### config.mk
export PLATFORM = sky130hd
export DESIGN_NAME = i2c_master_sequencer
export DESIGN_NICKNAME = d
export VERILOG_FILES = /design/src/i2cm_pkg.sv /design/src/line_sync.sv /design/src/rx_buf2.sv /design/src/i2c_master_sequencer.sv
export VERILOG_INCLUDE_DIRS = /design/src
export SDC_FILE = /design/constraint.sdc
export NUM_CORES = 1
export LEC_CHECK = 0
export ABC_CLOCK_PERIOD_IN_PS = 4480
export BUFFER_PORTS_ARGS = -buffer_cell sky130_fd_sc_hd__buf_2
export CORE_MARGIN = 2
export CORE_UTILIZATION = 55
export DETAILED_ROUTE_END_ITERATION = 10
export GPL_ROUTABILITY_DRIVEN = 0
export PLACE_DENSITY = 0.76
export SLEW_MARGIN = 20
export SYNTH_ARGS = -nofsm -noshare
export SYNTH_HDL_FRONTEND = slang
export SYNTH_SLANG_ARGS = --single-unit
### constraint.sdc
create_clock -name clk -period 4.48 [get_ports clk]
set_input_delay 0.448 -clock clk [delete_from_list [all_inputs] [get_ports clk]]
set_output_delay 0.448 -clock clk [all_outputs]
set_load 0.005 [all_outputs]
### src/i2cm_seq_regs.svh
// Timing constants and bit positions for the two-wire master sequencer.
`ifndef I2CM_SEQ_REGS_SVH
`define I2CM_SEQ_REGS_SVH
`define CLK_PERIOD_NS  10
`define SCL_HALF_NS    5000
`define SCL_HALF_CYC   ((`SCL_HALF_NS + `CLK_PERIOD_NS - 1) / `CLK_PERIOD_NS)
`define CNT_W          10
`define BIT_W          4
`define ACK_BIT        4'h8
`define FIRST_BIT      4'h0
`define MSB_BIT        7
`define RW_BIT         0
`define BYTE_W         8
`endif

### src/i2cm_pkg.sv
// Types shared by the two-wire master sequencer and its helpers.
package i2cm_pkg;
    typedef enum logic [2:0] {
        ST_IDLE    = 3'h0,
        ST_START   = 3'h1,
        ST_HOLD    = 3'h3,
        ST_XFER    = 3'h2,
        ST_STOP    = 3'h6,
        ST_PARK    = 3'h7,
        ST_RELEASE = 3'h5
    } seq_state_t;

    typedef enum logic [1:0] {
        HK_ADDR = 2'h0,
        HK_DONE = 2'h1,
        HK_RX   = 2'h3,
        HK_TXD  = 2'h2
    } hold_kind_t;

    typedef enum logic [1:0] {
        BK_ADDR1 = 2'h0,
        BK_ADDR2 = 2'h1,
        BK_DATA  = 2'h3
    } byte_kind_t;

    typedef struct packed {
        logic       start_req;
        logic       stop_req;
        logic       ack_en;
        logic       ten_bit;
        logic       rx_role;
        logic       event_irq_enable;
        logic       peripheral_on_bit;
        logic       sr1_read;
        logic       dr_write;
        logic       cr_write;
        logic [7:0] dr_wdata;
    } sw_ctrl_t;

    typedef struct packed {
        logic master_select_flag;
        logic event_pending_flag;
        logic start_sent_flag;
        logic byte_done_flag;
        logic ack_failure_flag;
        logic bus_busy;
        logic event_irq;
    } status_t;
endpackage : i2cm_pkg

### src/line_sync.sv
// Two-flop synchronisers for the bus lines.
`timescale 1ns/1ns
`default_nettype none
module line_sync #(
    parameter int W = 2
) (
    input  wire logic         clk,
    input  wire logic         arst_n,
    input  wire logic [W-1:0] d,
    output var  logic [W-1:0] q
);
    logic [W-1:0] meta_reg;

    for (genvar i = 0; i < W; i++) begin : g_bit
        always_ff @(posedge clk or negedge arst_n) begin
            if (!arst_n) begin
                meta_reg[i] <= 1'b1;
                q[i]        <= 1'b1;
            end else begin
                meta_reg[i] <= d[i];
                q[i]        <= meta_reg[i];
            end
        end
    end
endmodule : line_sync
`default_nettype wire

### src/rx_buf2.sv
// Two-entry receive buffer with valid and ready on both sides.
`timescale 1ns/1ns
`default_nettype none
module rx_buf2 #(
    parameter int W = 8
) (
    input  wire logic         clk,
    input  wire logic         arst_n,
    input  wire logic         in_valid,
    output var  logic         in_ready,
    input  wire logic [W-1:0] in_data,
    output var  logic         out_valid,
    input  wire logic         out_ready,
    output var  logic [W-1:0] out_data
);
    logic         tail_v_reg;
    logic [W-1:0] tail_reg;
    wire logic    pop  = out_valid & out_ready;
    wire logic    push = in_valid & in_ready;

    assign in_ready = ~tail_v_reg;

    // The head is the output register, so the reader sees a flop directly.
    always_ff @(posedge clk or negedge arst_n) begin
        if (!arst_n) begin
            out_valid  <= 1'b0;
            out_data   <= '0;
            tail_v_reg <= 1'b0;
            tail_reg   <= '0;
        end else if (pop && tail_v_reg) begin
            out_data   <= tail_reg;
            tail_v_reg <= push;
            tail_reg   <= in_data;
        end else if (pop) begin
            out_valid <= push;
            out_data  <= in_data;
        end else if (push && !out_valid) begin
            out_valid <= 1'b1;
            out_data  <= in_data;
        end else if (push) begin
            tail_v_reg <= 1'b1;
            tail_reg   <= in_data;
        end
    end
endmodule : rx_buf2
`default_nettype wire

### src/i2c_master_sequencer.sv
// Master-mode sequencer of a two-wire serial interface that idles as a slave.
//
// Functional notes
// - After reset the interface is a slave; only a start makes it master.
// - Start request with bus idle sets master select and drives a start.
// - After the start, event and start-sent flags set; interrupt if enabled.
// - Clock held low until status read then data write; address shifts out.
// - Seven-bit addressing sends exactly one address byte.
// - Ten-bit write header byte sets event, clock held until status read and data write.
// - Second address byte follows; on completion and acknowledge event is set.
// - After address, clock held until status read and control write; role chosen.
// - Each received byte: acknowledge if enabled, then event and byte-done flags.
// - After each received byte clock held until status read then data read.
// - Stop requested before last read issues stop and clears master select.
// - Stop set then cleared during byte-done releases both lines after the byte.
// - Acknowledge failure alone never holds the clock; data line is released too.
`timescale 1ns/1ns
`default_nettype none
`include "i2cm_seq_regs.svh"
module i2c_master_sequencer
    import i2cm_pkg::*;
(
    input  wire logic             clk,
    input  wire logic             arst_n,
    input  wire sw_ctrl_t         ctrl,
    input  wire logic             rx_ready,
    input  wire logic             scl_i,
    input  wire logic             sda_i,
    output var  logic             scl_o,
    output var  logic             scl_oe,
    output var  logic             sda_o,
    output var  logic             sda_oe,
    output var  status_t          status,
    output var  logic [`BYTE_W-1:0] rx_data,
    output var  logic             rx_valid
);
    localparam int HALF_LAST_I = `SCL_HALF_CYC - 1;
    localparam logic [`CNT_W-1:0] HALF_LAST = HALF_LAST_I[`CNT_W-1:0];

    seq_state_t         state_reg;
    hold_kind_t         hold_reg;
    byte_kind_t         bkind_reg;
    logic [`CNT_W-1:0]  cnt_reg;
    logic [`BIT_W-1:0]  bit_reg;
    logic [1:0]         step_reg;
    logic               phase_reg;
    logic               tx_reg;
    logic [`BYTE_W-1:0] shift_reg;
    logic               addr_rw_reg;
    logic               sr1_seen_reg;
    logic               push_reg;
    logic               stop_q_reg;
    logic               stop_armed_reg;
    logic               release_pend_reg;
    logic               scl_q_reg;
    logic               sda_q_reg;
    logic [1:0]         lines_s;
    logic               buf_in_ready;

    line_sync #(.W(2)) u_sync (
        .clk    (clk),
        .arst_n (arst_n),
        .d      ({scl_i, sda_i}),
        .q      (lines_s)
    );

    rx_buf2 #(.W(`BYTE_W)) u_rxbuf (
        .clk       (clk),
        .arst_n    (arst_n),
        .in_valid  (push_reg),
        .in_ready  (buf_in_ready),
        .in_data   (shift_reg),
        .out_valid (rx_valid),
        .out_ready (rx_ready),
        .out_data  (rx_data)
    );

    // Decides whether software has completed the access that frees a held clock.
    function automatic logic hold_go(input hold_kind_t k, input sw_ctrl_t c,
                                     input logic seen, input logic pop);
        unique case (k)
            HK_ADDR: hold_go = seen & c.dr_write;
            HK_DONE: hold_go = seen & c.cr_write;
            HK_RX:   hold_go = seen & pop;
            HK_TXD:  hold_go = c.dr_write;
        endcase
    endfunction : hold_go

    wire logic scl_s      = lines_s[1];
    wire logic sda_s      = lines_s[0];
    wire logic half_done  = cnt_reg == HALF_LAST;
    wire logic start_det  = scl_s & scl_q_reg & sda_q_reg & ~sda_s;
    wire logic stop_det   = scl_s & scl_q_reg & ~sda_q_reg & sda_s;
    wire logic rx_pop     = rx_valid & rx_ready;
    wire logic at_ack     = bit_reg == `ACK_BIT;
    wire logic go         = hold_go(hold_reg, ctrl, sr1_seen_reg, rx_pop);
    wire logic may_turn   = hold_reg != HK_ADDR && hold_reg != HK_TXD;
    wire logic ack_fail   = tx_reg & sda_s & ctrl.ack_en;
    // A receive byte does not begin while the buffer is full: SCL stays low.
    wire logic rx_stall   = ~tx_reg & (bit_reg == `FIRST_BIT) & ~buf_in_ready;
    wire logic drive_bit  = at_ack ? (~tx_reg & ctrl.ack_en)
                                   : (tx_reg & ~shift_reg[`MSB_BIT]);

    always_ff @(posedge clk or negedge arst_n) begin
        if (!arst_n) begin
            scl_q_reg <= 1'b1;
            sda_q_reg <= 1'b1;
            status.bus_busy <= 1'b0;
        end else begin
            scl_q_reg <= scl_s;
            sda_q_reg <= sda_s;
            if (start_det) begin
                status.bus_busy <= 1'b1;
            end else if (stop_det) begin
                status.bus_busy <= 1'b0;
            end
        end
    end

    // Stop toggled high then low while a byte is done arms a line release.
    always_ff @(posedge clk or negedge arst_n) begin
        if (!arst_n) begin
            stop_q_reg     <= 1'b0;
            stop_armed_reg <= 1'b0;
        end else begin
            stop_q_reg <= ctrl.stop_req;
            if (ctrl.stop_req && status.byte_done_flag) begin
                stop_armed_reg <= 1'b1;
            end else if (!status.byte_done_flag || (stop_q_reg && !ctrl.stop_req)) begin
                // The clear only counts while the byte is still done, so a plain stop leaves nothing armed.
                stop_armed_reg <= 1'b0;
            end
        end
    end

    always_ff @(posedge clk or negedge arst_n) begin
        if (!arst_n) begin
            status.event_irq <= 1'b0;
            scl_o            <= 1'b0;
            sda_o            <= 1'b0;
        end else begin
            status.event_irq <= status.event_pending_flag & ctrl.event_irq_enable;
            scl_o            <= 1'b0;
            sda_o            <= 1'b0;
        end
    end

    always_ff @(posedge clk or negedge arst_n) begin
        if (!arst_n) begin
            state_reg                 <= ST_IDLE;
            hold_reg                  <= HK_ADDR;
            bkind_reg                 <= BK_ADDR1;
            cnt_reg                   <= '0;
            bit_reg                   <= '0;
            step_reg                  <= '0;
            phase_reg                 <= 1'b0;
            tx_reg                    <= 1'b0;
            shift_reg                 <= '0;
            addr_rw_reg               <= 1'b0;
            sr1_seen_reg              <= 1'b0;
            push_reg                  <= 1'b0;
            release_pend_reg          <= 1'b0;
            scl_oe                    <= 1'b0;
            sda_oe                    <= 1'b0;
            status.master_select_flag <= 1'b0;
            status.event_pending_flag <= 1'b0;
            status.start_sent_flag    <= 1'b0;
            status.byte_done_flag     <= 1'b0;
            status.ack_failure_flag   <= 1'b0;
        end else begin
            cnt_reg  <= cnt_reg + 1'b1;
            push_reg <= 1'b0;
            if (stop_armed_reg && stop_q_reg && !ctrl.stop_req && status.byte_done_flag) begin
                release_pend_reg <= 1'b1;
            end
            unique case (state_reg)
                ST_IDLE: begin
                    scl_oe <= 1'b0;
                    sda_oe <= 1'b0;
                    if (ctrl.start_req && !status.bus_busy && ctrl.peripheral_on_bit) begin
                        status.master_select_flag <= 1'b1;
                        state_reg <= ST_START;
                        step_reg  <= '0;
                        cnt_reg   <= '0;
                    end
                end
                ST_START: begin
                    if (step_reg == 2'h0) begin
                        scl_oe <= 1'b0;
                        sda_oe <= 1'b0;
                        if (!(scl_s && sda_s)) begin
                            cnt_reg <= '0;
                        end else if (half_done) begin
                            sda_oe   <= 1'b1;
                            step_reg <= 2'h1;
                            cnt_reg  <= '0;
                        end
                    end else if (half_done) begin
                        scl_oe                    <= 1'b1;
                        status.event_pending_flag <= 1'b1;
                        status.start_sent_flag    <= 1'b1;
                        hold_reg                  <= HK_ADDR;
                        bkind_reg                 <= BK_ADDR1;
                        state_reg                 <= ST_HOLD;
                        step_reg                  <= '0;
                    end
                end
                ST_HOLD: begin
                    scl_oe <= 1'b1;
                    sda_oe <= 1'b0;
                    if (ctrl.sr1_read && status.event_pending_flag) begin
                        sr1_seen_reg <= 1'b1;
                    end
                    if (go) begin
                        sr1_seen_reg              <= 1'b0;
                        status.event_pending_flag <= 1'b0;
                        status.start_sent_flag    <= 1'b0;
                        status.byte_done_flag     <= 1'b0;
                        bit_reg                   <= '0;
                        phase_reg                 <= 1'b0;
                        cnt_reg                   <= '0;
                        step_reg                  <= '0;
                        if (may_turn && ctrl.start_req) begin
                            state_reg <= ST_START;
                        end else if (may_turn && ctrl.stop_req) begin
                            state_reg <= ST_STOP;
                        end else begin
                            unique case (hold_reg)
                                HK_ADDR, HK_TXD: begin
                                    shift_reg <= ctrl.dr_wdata;
                                    tx_reg    <= 1'b1;
                                    state_reg <= ST_XFER;
                                    if (bkind_reg == BK_ADDR1) begin
                                        addr_rw_reg <= ctrl.dr_wdata[`RW_BIT];
                                    end
                                end
                                HK_DONE: begin
                                    if (ctrl.rx_role) begin
                                        tx_reg    <= 1'b0;
                                        state_reg <= ST_XFER;
                                    end else begin
                                        hold_reg <= HK_TXD;
                                    end
                                end
                                HK_RX: begin
                                    tx_reg    <= 1'b0;
                                    state_reg <= ST_XFER;
                                end
                            endcase
                        end
                    end
                end
                ST_XFER: begin
                    if (!phase_reg) begin
                        if (cnt_reg == '0) begin
                            sda_oe <= drive_bit;
                        end
                        if (rx_stall) begin
                            cnt_reg <= '0;
                        end else if (half_done) begin
                            scl_oe    <= 1'b0;
                            phase_reg <= 1'b1;
                            cnt_reg   <= '0;
                        end
                    end else if (!scl_s) begin
                        // A slave stretching SCL restarts the high half.
                        cnt_reg <= '0;
                    end else if (half_done) begin
                        scl_oe    <= 1'b1;
                        phase_reg <= 1'b0;
                        cnt_reg   <= '0;
                        if (!at_ack) begin
                            shift_reg <= {shift_reg[`MSB_BIT-1:0], sda_s};
                            bit_reg   <= bit_reg + 1'b1;
                        end else begin
                            bit_reg <= '0;
                            sda_oe  <= 1'b0;
                            if (release_pend_reg) begin
                                state_reg <= ST_RELEASE;
                            end else if (ack_fail) begin
                                // Clock is let go here so the flag alone never stretches.
                                status.ack_failure_flag   <= 1'b1;
                                status.event_pending_flag <= 1'b1;
                                scl_oe                    <= 1'b0;
                                state_reg                 <= ST_PARK;
                            end else if (!tx_reg) begin
                                push_reg                  <= 1'b1;
                                status.event_pending_flag <= 1'b1;
                                status.byte_done_flag     <= 1'b1;
                                hold_reg                  <= HK_RX;
                                state_reg                 <= ST_HOLD;
                            end else begin
                                status.event_pending_flag <= 1'b1;
                                state_reg                 <= ST_HOLD;
                                unique case (bkind_reg)
                                    BK_ADDR1: begin
                                        if (ctrl.ten_bit && !addr_rw_reg) begin
                                            bkind_reg <= BK_ADDR2;
                                            hold_reg  <= HK_ADDR;
                                        end else begin
                                            bkind_reg <= BK_DATA;
                                            hold_reg  <= HK_DONE;
                                        end
                                    end
                                    BK_ADDR2: begin
                                        bkind_reg <= BK_DATA;
                                        hold_reg  <= HK_DONE;
                                    end
                                    BK_DATA: begin
                                        status.byte_done_flag <= 1'b1;
                                        hold_reg              <= HK_TXD;
                                    end
                                    default: begin
                                        bkind_reg <= BK_DATA;
                                        hold_reg  <= HK_DONE;
                                    end
                                endcase
                            end
                        end
                    end
                end
                ST_STOP: begin
                    unique case (step_reg)
                        2'h0: begin
                            scl_oe <= 1'b1;
                            sda_oe <= 1'b1;
                            if (half_done) begin
                                scl_oe   <= 1'b0;
                                step_reg <= 2'h1;
                                cnt_reg  <= '0;
                            end
                        end
                        2'h1: begin
                            if (!scl_s) begin
                                cnt_reg <= '0;
                            end else if (half_done) begin
                                sda_oe   <= 1'b0;
                                step_reg <= 2'h2;
                                cnt_reg  <= '0;
                            end
                        end
                        default: begin
                            if (half_done) begin
                                status.master_select_flag <= 1'b0;
                                state_reg                 <= ST_IDLE;
                                step_reg                  <= '0;
                            end
                        end
                    endcase
                end
                ST_PARK: begin
                    scl_oe <= 1'b0;
                    if (ctrl.stop_req || ctrl.start_req) begin
                        status.ack_failure_flag   <= 1'b0;
                        status.event_pending_flag <= 1'b0;
                        state_reg                 <= ctrl.stop_req ? ST_STOP : ST_START;
                        step_reg                  <= '0;
                        cnt_reg                   <= '0;
                    end
                end
                ST_RELEASE: begin
                    scl_oe                    <= 1'b0;
                    sda_oe                    <= 1'b0;
                    release_pend_reg          <= 1'b0;
                    status.byte_done_flag     <= 1'b0;
                    status.event_pending_flag <= 1'b0;
                    status.master_select_flag <= 1'b0;
                    state_reg                 <= ST_IDLE;
                end
                default: begin
                    state_reg <= ST_IDLE;
                end
            endcase
        end
    end
endmodule : i2c_master_sequencer
`default_nettype wire

==> impl_metrics.env, run 1 <==
export IMPL_status="finished, final reports clean"
export IMPL_crit_fanout=30
export IMPL_fin_ws_ns=1.63
export IMPL_path_class="reg2reg"
export IMPL_synth_common_cells="dfrtp_1 (66), nand2_1 (63), nor2_1 (26)"
export IMPL_yosysSeqAreaShare_pct=44.8
export IMPL_post_cts_buffers=0
export IMPL_drv_cap=0
export IMPL_synth_top_area_share_pct=40.9
export IMPL_dpl_cell_area_um2=4280
export IMPL_rows=31
export IMPL_htree_levels=3
export IMPL_endpoint_kind="flop"
export IMPL_cts_hold_buf=0
export IMPL_ctsLongestPathBuffers=2
export IMPL_drive_above_1_share_pct=22.0
export IMPL_p_total_mw=1.22
export IMPL_clkSlewWorstSetupHoldPaths_ns=0.08
export IMPL_synthFlopType="dfrtp_1"
export IMPL_antenna_found_initial=0
export IMPL_setup_viol_count_final=0
export IMPL_totalWireLength_um=9350
export IMPL_gr_usage_all_layers_pct=24.2
export IMPL_design_area_um2=4490
export IMPL_clock_skew_ns=0.0103
export IMPL_post_route_min_period_ns=2.85
export IMPL_core_um2=7180
export IMPL_leakage_nw=2.06
export IMPL_pwr_density_cell_nw_per_um2=273
export IMPL_r2r_start="state_reg[2]$_DFFE_PN0P_"
export IMPL_grt_first_pass_wirelength_um=15800
export IMPL_wire_per_inst_um=16.8
export IMPL_start_util_pct=56.3
export IMPL_pin_count=43
export IMPL_drtIter0Drc=384
export IMPL_cts_sinks=72
export IMPL_synth_largest_area_cell="dfrtp_1"
export IMPL_startpoint_type="flop"
export IMPL_grt_ovfl_total=0
export IMPL_tightest_slew_ns=0.872
export IMPL_rsz0062_at_grt="no"
export IMPL_totalNegativeSetupSlack_ns=0
export IMPL_synth_seq_cells=72
export IMPL_fin_cells=558
export IMPL_cts_root_buf="clkbuf_8"
export IMPL_drcViolationCount=0
export IMPL_synth_edff_count=0
export IMPL_max_slew_margin_rel_pct=41.9
export IMPL_viasPerCell=6.13
export IMPL_grt_max_degree=43
export IMPL_final_antenna_net_count=0
export IMPL_syn_inst=423
export IMPL_die_h_um=89.7
export IMPL_vias=3421
export IMPL_synthToLayoutAreaGrowth_pct=11.0
export IMPL_n_antenna_cell=0
export IMPL_fin_nets=482
export IMPL_first_pass_iters=5
export IMPL_required_ns=4.72
export IMPL_largest_reg_flops=10
export IMPL_synth_area_top_cells="dfrtp_1 (41%), nand2_1 (5.8%), mux2_2 (4.2%), dfstp_2 (3.9%), mux2_4 (3.0%)"
export IMPL_numCtsBuffers=9
export IMPL_irDropWorstVdd_uv=144
export IMPL_hold_viol_final=0
export IMPL_portBuffers=40
export IMPL_crit_path_start="state_reg[2]$_DFFE_PN0P_"
export IMPL_crit_arrival_ns=3.09
export IMPL_hold_path_class="in2async"
export IMPL_clock_latency_ns=0.36
export IMPL_die_area_um2=8050
export IMPL_drv_slew=0
export IMPL_die_x_um=89.7
export IMPL_period_share_pct=63.7
export IMPL_ys_types=68
export IMPL_yosys_cell_count_top_type="dfrtp_1"
export IMPL_pre_cts_slack_ns=1.71
export IMPL_cts_tree="built"
export IMPL_grt_pass1_vias=3233
export IMPL_timing_fmax_mhz=350
export IMPL_dp_hpwl_um=6670
export IMPL_async_flop_share_pct=100
export IMPL_synth_area_per_cell_um2=9.56
export IMPL_cts_resized_gates=0
export IMPL_placed_cells=542
export IMPL_netlist_area_um2=4040
export IMPL_yosysWarnings=0
==> placed cells by master, fill, tap and decap left out, drive strengths merged, types with 4 or more instances in the layout <==
master / n
a21oi: 18
a22oi: 9
a31oi: 10
a41oi: 4
and3: 7
buf: 43
clkbuf: 10
dfrtp: 66
dfstp: 6
ha: 4
inv: 16
mux2: 23
nand2: 63
nand2b: 12
nand3: 16
nor2: 26
nor2b: 4
nor3: 6
nor3b: 4
nor4: 7
o21ai: 15
o22ai: 10
o31ai: 4
o41ai: 5
or3: 4
xnor2: 6
==> layer usage <==
metal / share of wire [%] / global-route usage [%] / up-vias
met5: 0 / 0 / -
met4: 2.9 / 10.5 / 0
met3: 6.0 / 3.02 / 26
met2: 47 / 37.9 / 151
met1: 44 / 34.2 / 1653
li1: - / - / 1591
==> worst max-delay path, cell delays in order (launching register included) <==
cell,delay (ns)
dfrtp_1,0.91
inv_1,0.28
fa_1,0.60
o32ai_1,0.09
a211oi_1,0.23
nor3b_1,0.26
mux2_2,0.36
==> layout make-up <==
class | count | area, um2
inverter | 15 | 56.3
fill | 615 | 2690
tap | 99 | 124
clock buffer | 10 | 138
clock inverter | 6 | 67.6
timing repair buffer | 43 | 223
sequential | 72 | 1810
multi-input combinational | 313 | 2070
==> where the power goes <==
part | internal [mW] | switching [mW]
Combinational | 0.0143 | 0.0257
Sequential | 0.657 | 0.00646
Clock | 0.274 | 0.248
Total | 0.945 | 0.280
==> stage by stage <==
stage / hold slack (ns) / util [%]
final: 0.110 / 62.6
after global routing: 0.180 / 62.6
after CTS: 0.128 / 62.6
after detailed placement: 0.348 / 59.7
after global placement: 0.346 / 59.7
after floorplan: 0.152 / -
==> final timing paths <==
path,slack (ns),to,cells after the start
worst min register to register,0.36,u_sync.q[1]$_DFF_PN1_,0
worst max register to register,1.63,sda_oe$_DFFE_PN0P_,6
min in group clk,0.19,u_sync.meta_reg[0]$_DFF_PN1_,1
worst max-delay path,1.63,sda_oe$_DFFE_PN0P_,6
worst min-delay path,0.11,hold_reg[1]$_DFFE_PN0P_,1
max in group asynchronous,3.37,u_sync.q[0]$_DFF_PN1_,2
==> cell families after synthesis <==
logic type | count (synthesis) | synth area share (%)
simple gates | 171 | 21.9
compound gates | 100 | 17.6
flops | 72 | 44.8
buf+inv | 39 | 4.08
mux | 26 | 7.89
xor+xnor | 9 | 1.95
fa+ha+maj | 5 | 1.73
other cells | 1 | 0.0928
Power figures use the tool's default switching activity.
==> run 2: changes to the inputs <==
Settings changed: ABC_AREA set to 1, ABC_CLOCK_PERIOD_IN_PS 4480 to 2400, CORE_UTILIZATION 55 to 54, PLACE_DENSITY 0.76 to 0.78.
Clock period 4.48 ns to 2.4 ns, I/O delays scaled along.
==> run 2 against run 1 <==
Against the previous run:
- die area up 6.1%
- critical path depth up 3
- fmax grew 36%
- global-route usage down 0.52 points
- critical path type unchanged
- sequential power grew to 2.7 times the previous value
- combinational power grew to 55 times the previous value
- total power grew to 4.0 times the previous value
- clock skew increased by 0.0051 ns
- sequential share of layout area shrank 1.7 points
==> impl_metrics.env, run 2 <==
export IMPL_crit_buf_inv=1
export IMPL_first_pass_iters=5
export IMPL_async_flop_share_pct=100
export IMPL_drcViolationCount=0
export IMPL_endpoint_kind="flop"
export IMPL_viasPerCell=5.41
export IMPL_grt_max_degree=73
export IMPL_drv_cap=0
export IMPL_setup_viol_count_final=0
export IMPL_postLayoutCoreUtil_pct=61.3
export IMPL_portBuffers=40
export IMPL_clkSlewWorstSetupHoldPaths_ns=0.08
export IMPL_synth_area_per_cell_um2=7.70
export IMPL_timing_fmax_mhz=476
export IMPL_htree_levels=3
export IMPL_irDropWorstVdd_uv=503
export IMPL_post_route_min_period_ns=2.10
export IMPL_numCtsBuffers=9
export IMPL_crit_arrival_ns=2.33
export IMPL_netlist_area_um2=4220
export IMPL_vias=3781
export IMPL_layout_common_cells="nand2_1 (136), dfrtp_1 (66), inv_1 (61)"
export IMPL_n_antenna_cell=0
export IMPL_syn_inst=548
export IMPL_drv_slew=0
export IMPL_synthToLayoutAreaGrowth_pct=11.0
export IMPL_yosysSeqAreaShare_pct=42.9
export IMPL_grt_pass1_vias=3528
export IMPL_ys_types=41
export IMPL_clock_latency_ns=0.36
export IMPL_totalNegativeSetupSlack_ns=0
export IMPL_antenna_found_initial=0
export IMPL_drive_above_1_share_pct=17.4
export IMPL_p_total_mw=4.87
export IMPL_cts_root_buf="clkbuf_8"
export IMPL_wire_per_inst_um=13.7
export IMPL_core_um2=7650
export IMPL_grt_first_pass_wirelength_um=16300
export IMPL_final_common_cell="nand2_1"
export IMPL_cts_sinks=72
export IMPL_synth_top_area_share_pct=39.1
export IMPL_drtIter0Drc=273
export IMPL_leakage_nw=2.39
export IMPL_synth_edff_count=0
export IMPL_synth_area_top_cells="dfrtp_1 (39%), nand2_1 (12%), nand3_1 (5.9%), inv_1 (5.4%), nor2_1 (4.8%)"
export IMPL_slowest_stage="dfrtp_1"
export IMPL_final_antenna_net_count=0
export IMPL_yosys_cell_count_top_type="nand2_1"
export IMPL_cp_slowest_stage_delay_ns=0.56
export IMPL_hold_viol_final=0
export IMPL_largest_reg_flops=10
export IMPL_crit_family="simple AND/OR/NAND/NOR gates"
export IMPL_synth_seq_cells=72
export IMPL_synthFlopType="dfrtp_1"
export IMPL_die_x_um=92.4
export IMPL_synth_common_cells="nand2_1 (136), dfrtp_1 (66), inv_1 (61)"
export IMPL_period_share_pct=87.5
export IMPL_synth_largest_area_cell="dfrtp_1"
export IMPL_pin_count=43
export IMPL_ctsLongestPathBuffers=2
export IMPL_yosysWarnings=0
export IMPL_fin_nets=620
export IMPL_rows=32
export IMPL_clock_skew_ns=0.0154
export IMPL_die_h_um=92.4
export IMPL_cts_tree="built"
export IMPL_hold_path_class="in2reg"
export IMPL_pwr_density_cell_nw_per_um2=1040
export IMPL_totalWireLength_um=9610
export IMPL_status="finished, final reports clean"
export IMPL_gr_usage_all_layers_pct=23.7
export IMPL_start_util_pct=55.2
export IMPL_required_ns=2.63
export IMPL_startpoint_type="flop"
export IMPL_post_cts_buffers=0
export IMPL_crit_fanout=16
export IMPL_whs_ns=0.0731
export IMPL_grt_ovfl_total=0
export IMPL_dp_hpwl_um=7110
export IMPL_die_area_um2=8540
export IMPL_path_class="reg2reg"
export IMPL_fillers=715
export IMPL_rsz0062_at_grt="no"
export IMPL_path_cells="inv_2 -> nor2_4 -> nand2_2 -> nor2_4 -> a21oi_2 -> nor2_2 -> nand2_2 -> nand2_1 -> o21ai_2"
## run 2: worst paths after layout
path | startpoint | to | slack (ns) | cells after the start
worst max-delay path | state_reg[1]$_DFFE_PN0P_ | shift_reg[7]$_DFFE_PN0P_ | 0.30 | 9
worst min-delay path | ctrl[16] | stop_q_reg$_DFF_PN0_ | 0.07 | 1
worst max register to register | state_reg[1]$_DFFE_PN0P_ | shift_reg[7]$_DFFE_PN0P_ | 0.30 | 9
worst min register to register | u_sync.meta_reg[1]$_DFF_PN1_ | u_sync.q[1]$_DFF_PN1_ | 0.35 | 0
max in group asynchronous | arst_n | u_sync.meta_reg[1]$_DFF_PN1_ | 1.62 | 3
min in group asynchronous | arst_n | release_pend_reg$_DFFE_PN0P_ | 0.43 | 3
## run 2: cell families (layout without fill, tap and decap cells)
| group | after synthesis | in the layout | share of synthesized area, % |
|---|---|---|---|
| AO/OA/AOI/OAI | 85 | 85 | 12.1 |
| XOR/XNOR | 5 | 5 | 1.04 |
| adder cells (fa/ha/maj) | 5 | 5 | 1.66 |
| buffers and inverters | 80 | 128 | 8.36 |
| flip-flops | 72 | 72 | 42.9 |
| multiplexers | 7 | 7 | 1.66 |
| other | 1 | 2 | 0.0888 |
| AND/OR/NAND/NOR | 293 | 293 | 32.3 |
## run 2: layout make-up
type	instances	area [um2]	area share, %
clock inverters	6	43.8	0.934
multi-input cells	397	2060	44.0
flip-flops and latches	72	1810	38.6
repair buffers	46	265	5.66
clock buffers	10	128	2.72
inverters	66	250	5.34
well taps	102	128	2.72
## run 2: power by group
| part | switching (mW) | internal (mW) |
|---|---|---|
| logic | 1.42 | 0.777 |
| clock network | 0.487 | 0.379 |
| registers | 0.293 | 1.51 |
| total | 2.20 | 2.67 |
## run 2: what timing repair did
action / 4_1_cts / 5_1_grt
hold endpoints to repair: 68 / 0
hold buffers: 3 / 0
resized for setup: 0 / 0
## run 2: worst reg2reg max path, stage by stage, from the launching register on
cell and delay [ns]:
dfrtp_1 0.56, inv_2 0.12, nor2_4 0.16, nand2_2 0.22, nor2_4 0.23, a21oi_2 0.08, nor2_2 0.12, nand2_2 0.24
nand2_1 0.18, o21ai_2 0.06
## run 2: metrics by stage
| stage | std cells | worst slack [ns] | cell area [um2] |
|---|---|---|---|
| after floorplan | 549 | 0.738 | 4230 |
| after global placement | 680 | 0.425 | 4490 |
| after detailed placement | 680 | 0.342 | 4490 |
| after CTS | 699 | 0.326 | 4690 |
| after global routing | 699 | 0.143 | 4690 |
| final | 699 | 0.301 | 4690 |
## run 2: layer usage
layer	vias to the layer above	routed length, um	track usage, %
li1	1880	-	-
met1	1742	4340	32.5
met2	137	4470	37.3
met3	22	539	3.91
met4	0	265	9.95
met5	-	0	0
==> run 3: changes to the inputs <==
Settings changed: SETUP_SLACK_MARGIN set to 0.5, SYNTH_HIERARCHICAL set to 1.
==> run 3 against run 2 <==
Against the previous run:
- fmax up 16%
- synthesized area up 3.9%
- sequential cell count unchanged
- clock power up 12%
- die area up 3.7%
- hold slack worse by 0.0069 ns
- via count up 5.3%
- sequential share of layout area down 2.4 points
- global-route usage up 0.79 points
- final cell count up 5.9%
- combinational power up 5%
- first-iteration DRC count down 11%
- critical endpoint is now sda_oe$_DFFE_PN0P_
- largest cell class unchanged
- highest routed layer unchanged
==> impl_metrics.env, run 3 <==
export IMPL_postLayoutCoreUtil_pct=64.1
export IMPL_path_class="reg2reg"
export IMPL_largest_reg_flops=10
export IMPL_required_ns=2.64
export IMPL_gr_usage_all_layers_pct=24.5
export IMPL_crit_arrival_ns=2.05
export IMPL_dr_wl_met2_um=4810
export IMPL_synth_area_top_cells="dfrtp_1 (38%), nand2_1 (16%), nand3_1 (6.1%), inv_1 (5.1%), nor2_1 (4.0%)"
export IMPL_ctsLongestPathBuffers=2
export IMPL_synth_top_family_by_area="simple AND/OR/NAND/NOR gates"
export IMPL_hold_viol_final=0
export IMPL_synthAdderAreaFrac_pct=1.60
export IMPL_clock_skew_ns=0.00842
export IMPL_async_flop_share_pct=100
export IMPL_start_util_pct=56.2
export IMPL_tightest_slew_ns=0.670
export IMPL_portBuffers=40
export IMPL_setup_viol_count_final=0
export IMPL_synthFlopType="dfrtp_1"
export IMPL_core_um2=7810
export IMPL_clkSlewWorstSetupHoldPaths_ns=0.08
export IMPL_synth_seq_cells=72
export IMPL_cts_root_buf="clkbuf_8"
export IMPL_yosys_area_share_simple_pct=38.4
export IMPL_max_slew_margin_rel_pct=55.3
export IMPL_numCtsBuffers=9
export IMPL_wl_met3_um=593
export IMPL_cts_sinks=72
export IMPL_pre_cts_slack_ns=0.384
export IMPL_drtIter0Drc=244
export IMPL_final_antenna_net_count=0
export IMPL_irDropWorstVdd_uv=462
export IMPL_n_antenna_cell=0
export IMPL_drv_cap=0
export IMPL_drv_slew=0
export IMPL_endpoint_kind="flop"
export IMPL_whs_ns=0.0662
export IMPL_clock_latency_ns=0.36
export IMPL_grt_first_pass_wirelength_um=16900
export IMPL_first_pass_iters=5
export IMPL_dp_hpwl_um=7420
export IMPL_drcViolationCount=0
export IMPL_startpoint_type="flop"
export IMPL_wl_met1_um=4560
export IMPL_totalNegativeSetupSlack_ns=0
export IMPL_ys_types=40
export IMPL_grt_ovfl_total=0
export IMPL_die_h_um=94.1
export IMPL_synth_largest_area_cell="dfrtp_1"
export IMPL_rsz0062_at_grt="no"
export IMPL_dpl_cell_area_um2=4640
export IMPL_status="finished, final reports clean"
export IMPL_layout_common_cells="nand2_1 (188), dfrtp_1 (63), inv_1 (59)"
export IMPL_htree_levels=3
export IMPL_synth_xor_area_share_pct=1.40
export IMPL_fin_nets=661
export IMPL_pwr_density_cell_nw_per_um2=1010
export IMPL_rows=32
export IMPL_synth_common_cells="nand2_1 (189), dfrtp_1 (66), inv_1 (60)"
export IMPL_vias=3983
export IMPL_netlist_area_um2=4380
export IMPL_leakage_nw=2.82
export IMPL_drive_above_1_share_pct=22.1
export IMPL_synthToLayoutAreaGrowth_pct=14.2
export IMPL_period_share_pct=75.5
export IMPL_antenna_found_initial=0
export IMPL_die_area_um2=8860
export IMPL_syn_inst=574
export IMPL_synth_top_area_share_pct=37.7
export IMPL_crit_fanout=6
export IMPL_final_common_cell="nand2_1"
export IMPL_dr_max_layer_used="met4"
export IMPL_grt_pass1_vias=3662
export IMPL_die_x_um=94.1
export IMPL_yosys_cell_count_top_type="nand2_1"
export IMPL_yosysSeqAreaShare_pct=41.3
export IMPL_post_route_min_period_ns=1.81
export IMPL_synth_compound_area_share_pct=7.28
export IMPL_grt_max_degree=32
export IMPL_cts_tree="built"
export IMPL_totalWireLength_um=10100
export IMPL_synth_area_per_cell_um2=7.64
export IMPL_timing_fmax_mhz=552
export IMPL_synthMuxAreaShare_pct=1.60
export IMPL_fin_ws_ns=0.587
export IMPL_hold_path_class="in2reg"
export IMPL_wire_per_inst_um=13.7
export IMPL_viasPerCell=5.38
export IMPL_pin_count=43
export IMPL_design_area_um2=5000
export IMPL_yosysWarnings=6
export IMPL_synth_edff_count=0
export IMPL_fillers=678
run 3: cell count changes after synthesis, sizes merged, moves of 8 or more:
cell	before	now
o211ai	10	1
nand2	142	205
nand3	51	59
nor2	68	60
a21oi	21	9
o21ai	45	32
run 3: layer usage:
layer,vias up,global-route usage [%]
li1,1953,-
met1,1862,32.7
met2,147,39.3
met3,21,5.06
met4,0,9.06
met5,-,0
run 3: final timing paths:
check	startpoint	end	slack (ns)	cells past startpoint
min in group asynchronous	arst_n	u_rxbuf/tail_reg[4]$_DFFE_PN0P_	0.45	2
hold / removal	ctrl[16]	stop_q_reg$_DFF_PN0_	0.07	1
setup reg to reg	state_reg[1]$_DFFE_PN0P_	sda_oe$_DFFE_PN0P_	0.59	9
max in group asynchronous	arst_n	u_sync/q[1]$_DFF_PN1_	1.23	3
hold reg to reg	u_sync/meta_reg[0]$_DFF_PN1_	u_sync/q[0]$_DFF_PN1_	0.36	0
setup / recovery	state_reg[1]$_DFFE_PN0P_	sda_oe$_DFFE_PN0P_	0.59	9
run 3: layout make-up:
cell class / instances / area, um2 / share of cell area, %
repair buffers: 60 / 368 / 7.35
clock buffers: 11 / 141 / 2.83
clock inverters: 5 / 56.3 / 1.13
multi-input cells: 422 / 2240 / 44.8
well taps: 102 / 128 / 2.55
inverters: 68 / 258 / 5.15
flip-flops and latches: 72 / 1810 / 36.2
run 3: worst max-delay path: stages (launching register included):
cell,delay (ns)
dfrtp_2,0.47
buf_4,0.16
fa_1,0.51
nor2_1,0.08
nand2_1,0.08
nand3b_1,0.09
nor2_1,0.14
nand2_1,0.07
nand2_1,0.06
nand2_1,0.05
run 3: power breakdown:
| group | switching, mW | total, mW | internal (mW) |
|---|---|---|---|
| registers | 0.287 | 1.76 | 1.48 |
| clock network | 0.465 | 0.972 | 0.507 |
| logic | 1.49 | 2.32 | 0.825 |
| total | 2.25 | 5.05 | 2.81 |
run 3: cell families after synthesis:
group / count (synthesis)
AND/OR/NAND/NOR: 352
other: 1
multiplexers: 7
adder cells (fa/ha/maj): 5
XOR/XNOR: 7
buffers and inverters: 81
AO/OA/AOI/OAI: 49
flip-flops: 72
run 3: through the flow:
| stage | power [mW] | instances |
|---|---|---|
| global placement | 3.83 | 707 |
| CTS | 4.91 | 729 |
| detailed placement | 3.92 | 707 |
| global route | 5.43 | 740 |
| floorplan | 3.43 | 575 |
| finish | 5.05 | 740 |
run 3: what timing repair did:
action	CTS	global route
gates resized for setup	4	8
hold endpoints to repair	29	0
hold buffers	3	0
buffers inserted	3	11
setup endpoints to repair	26	31
pin swaps	1	3
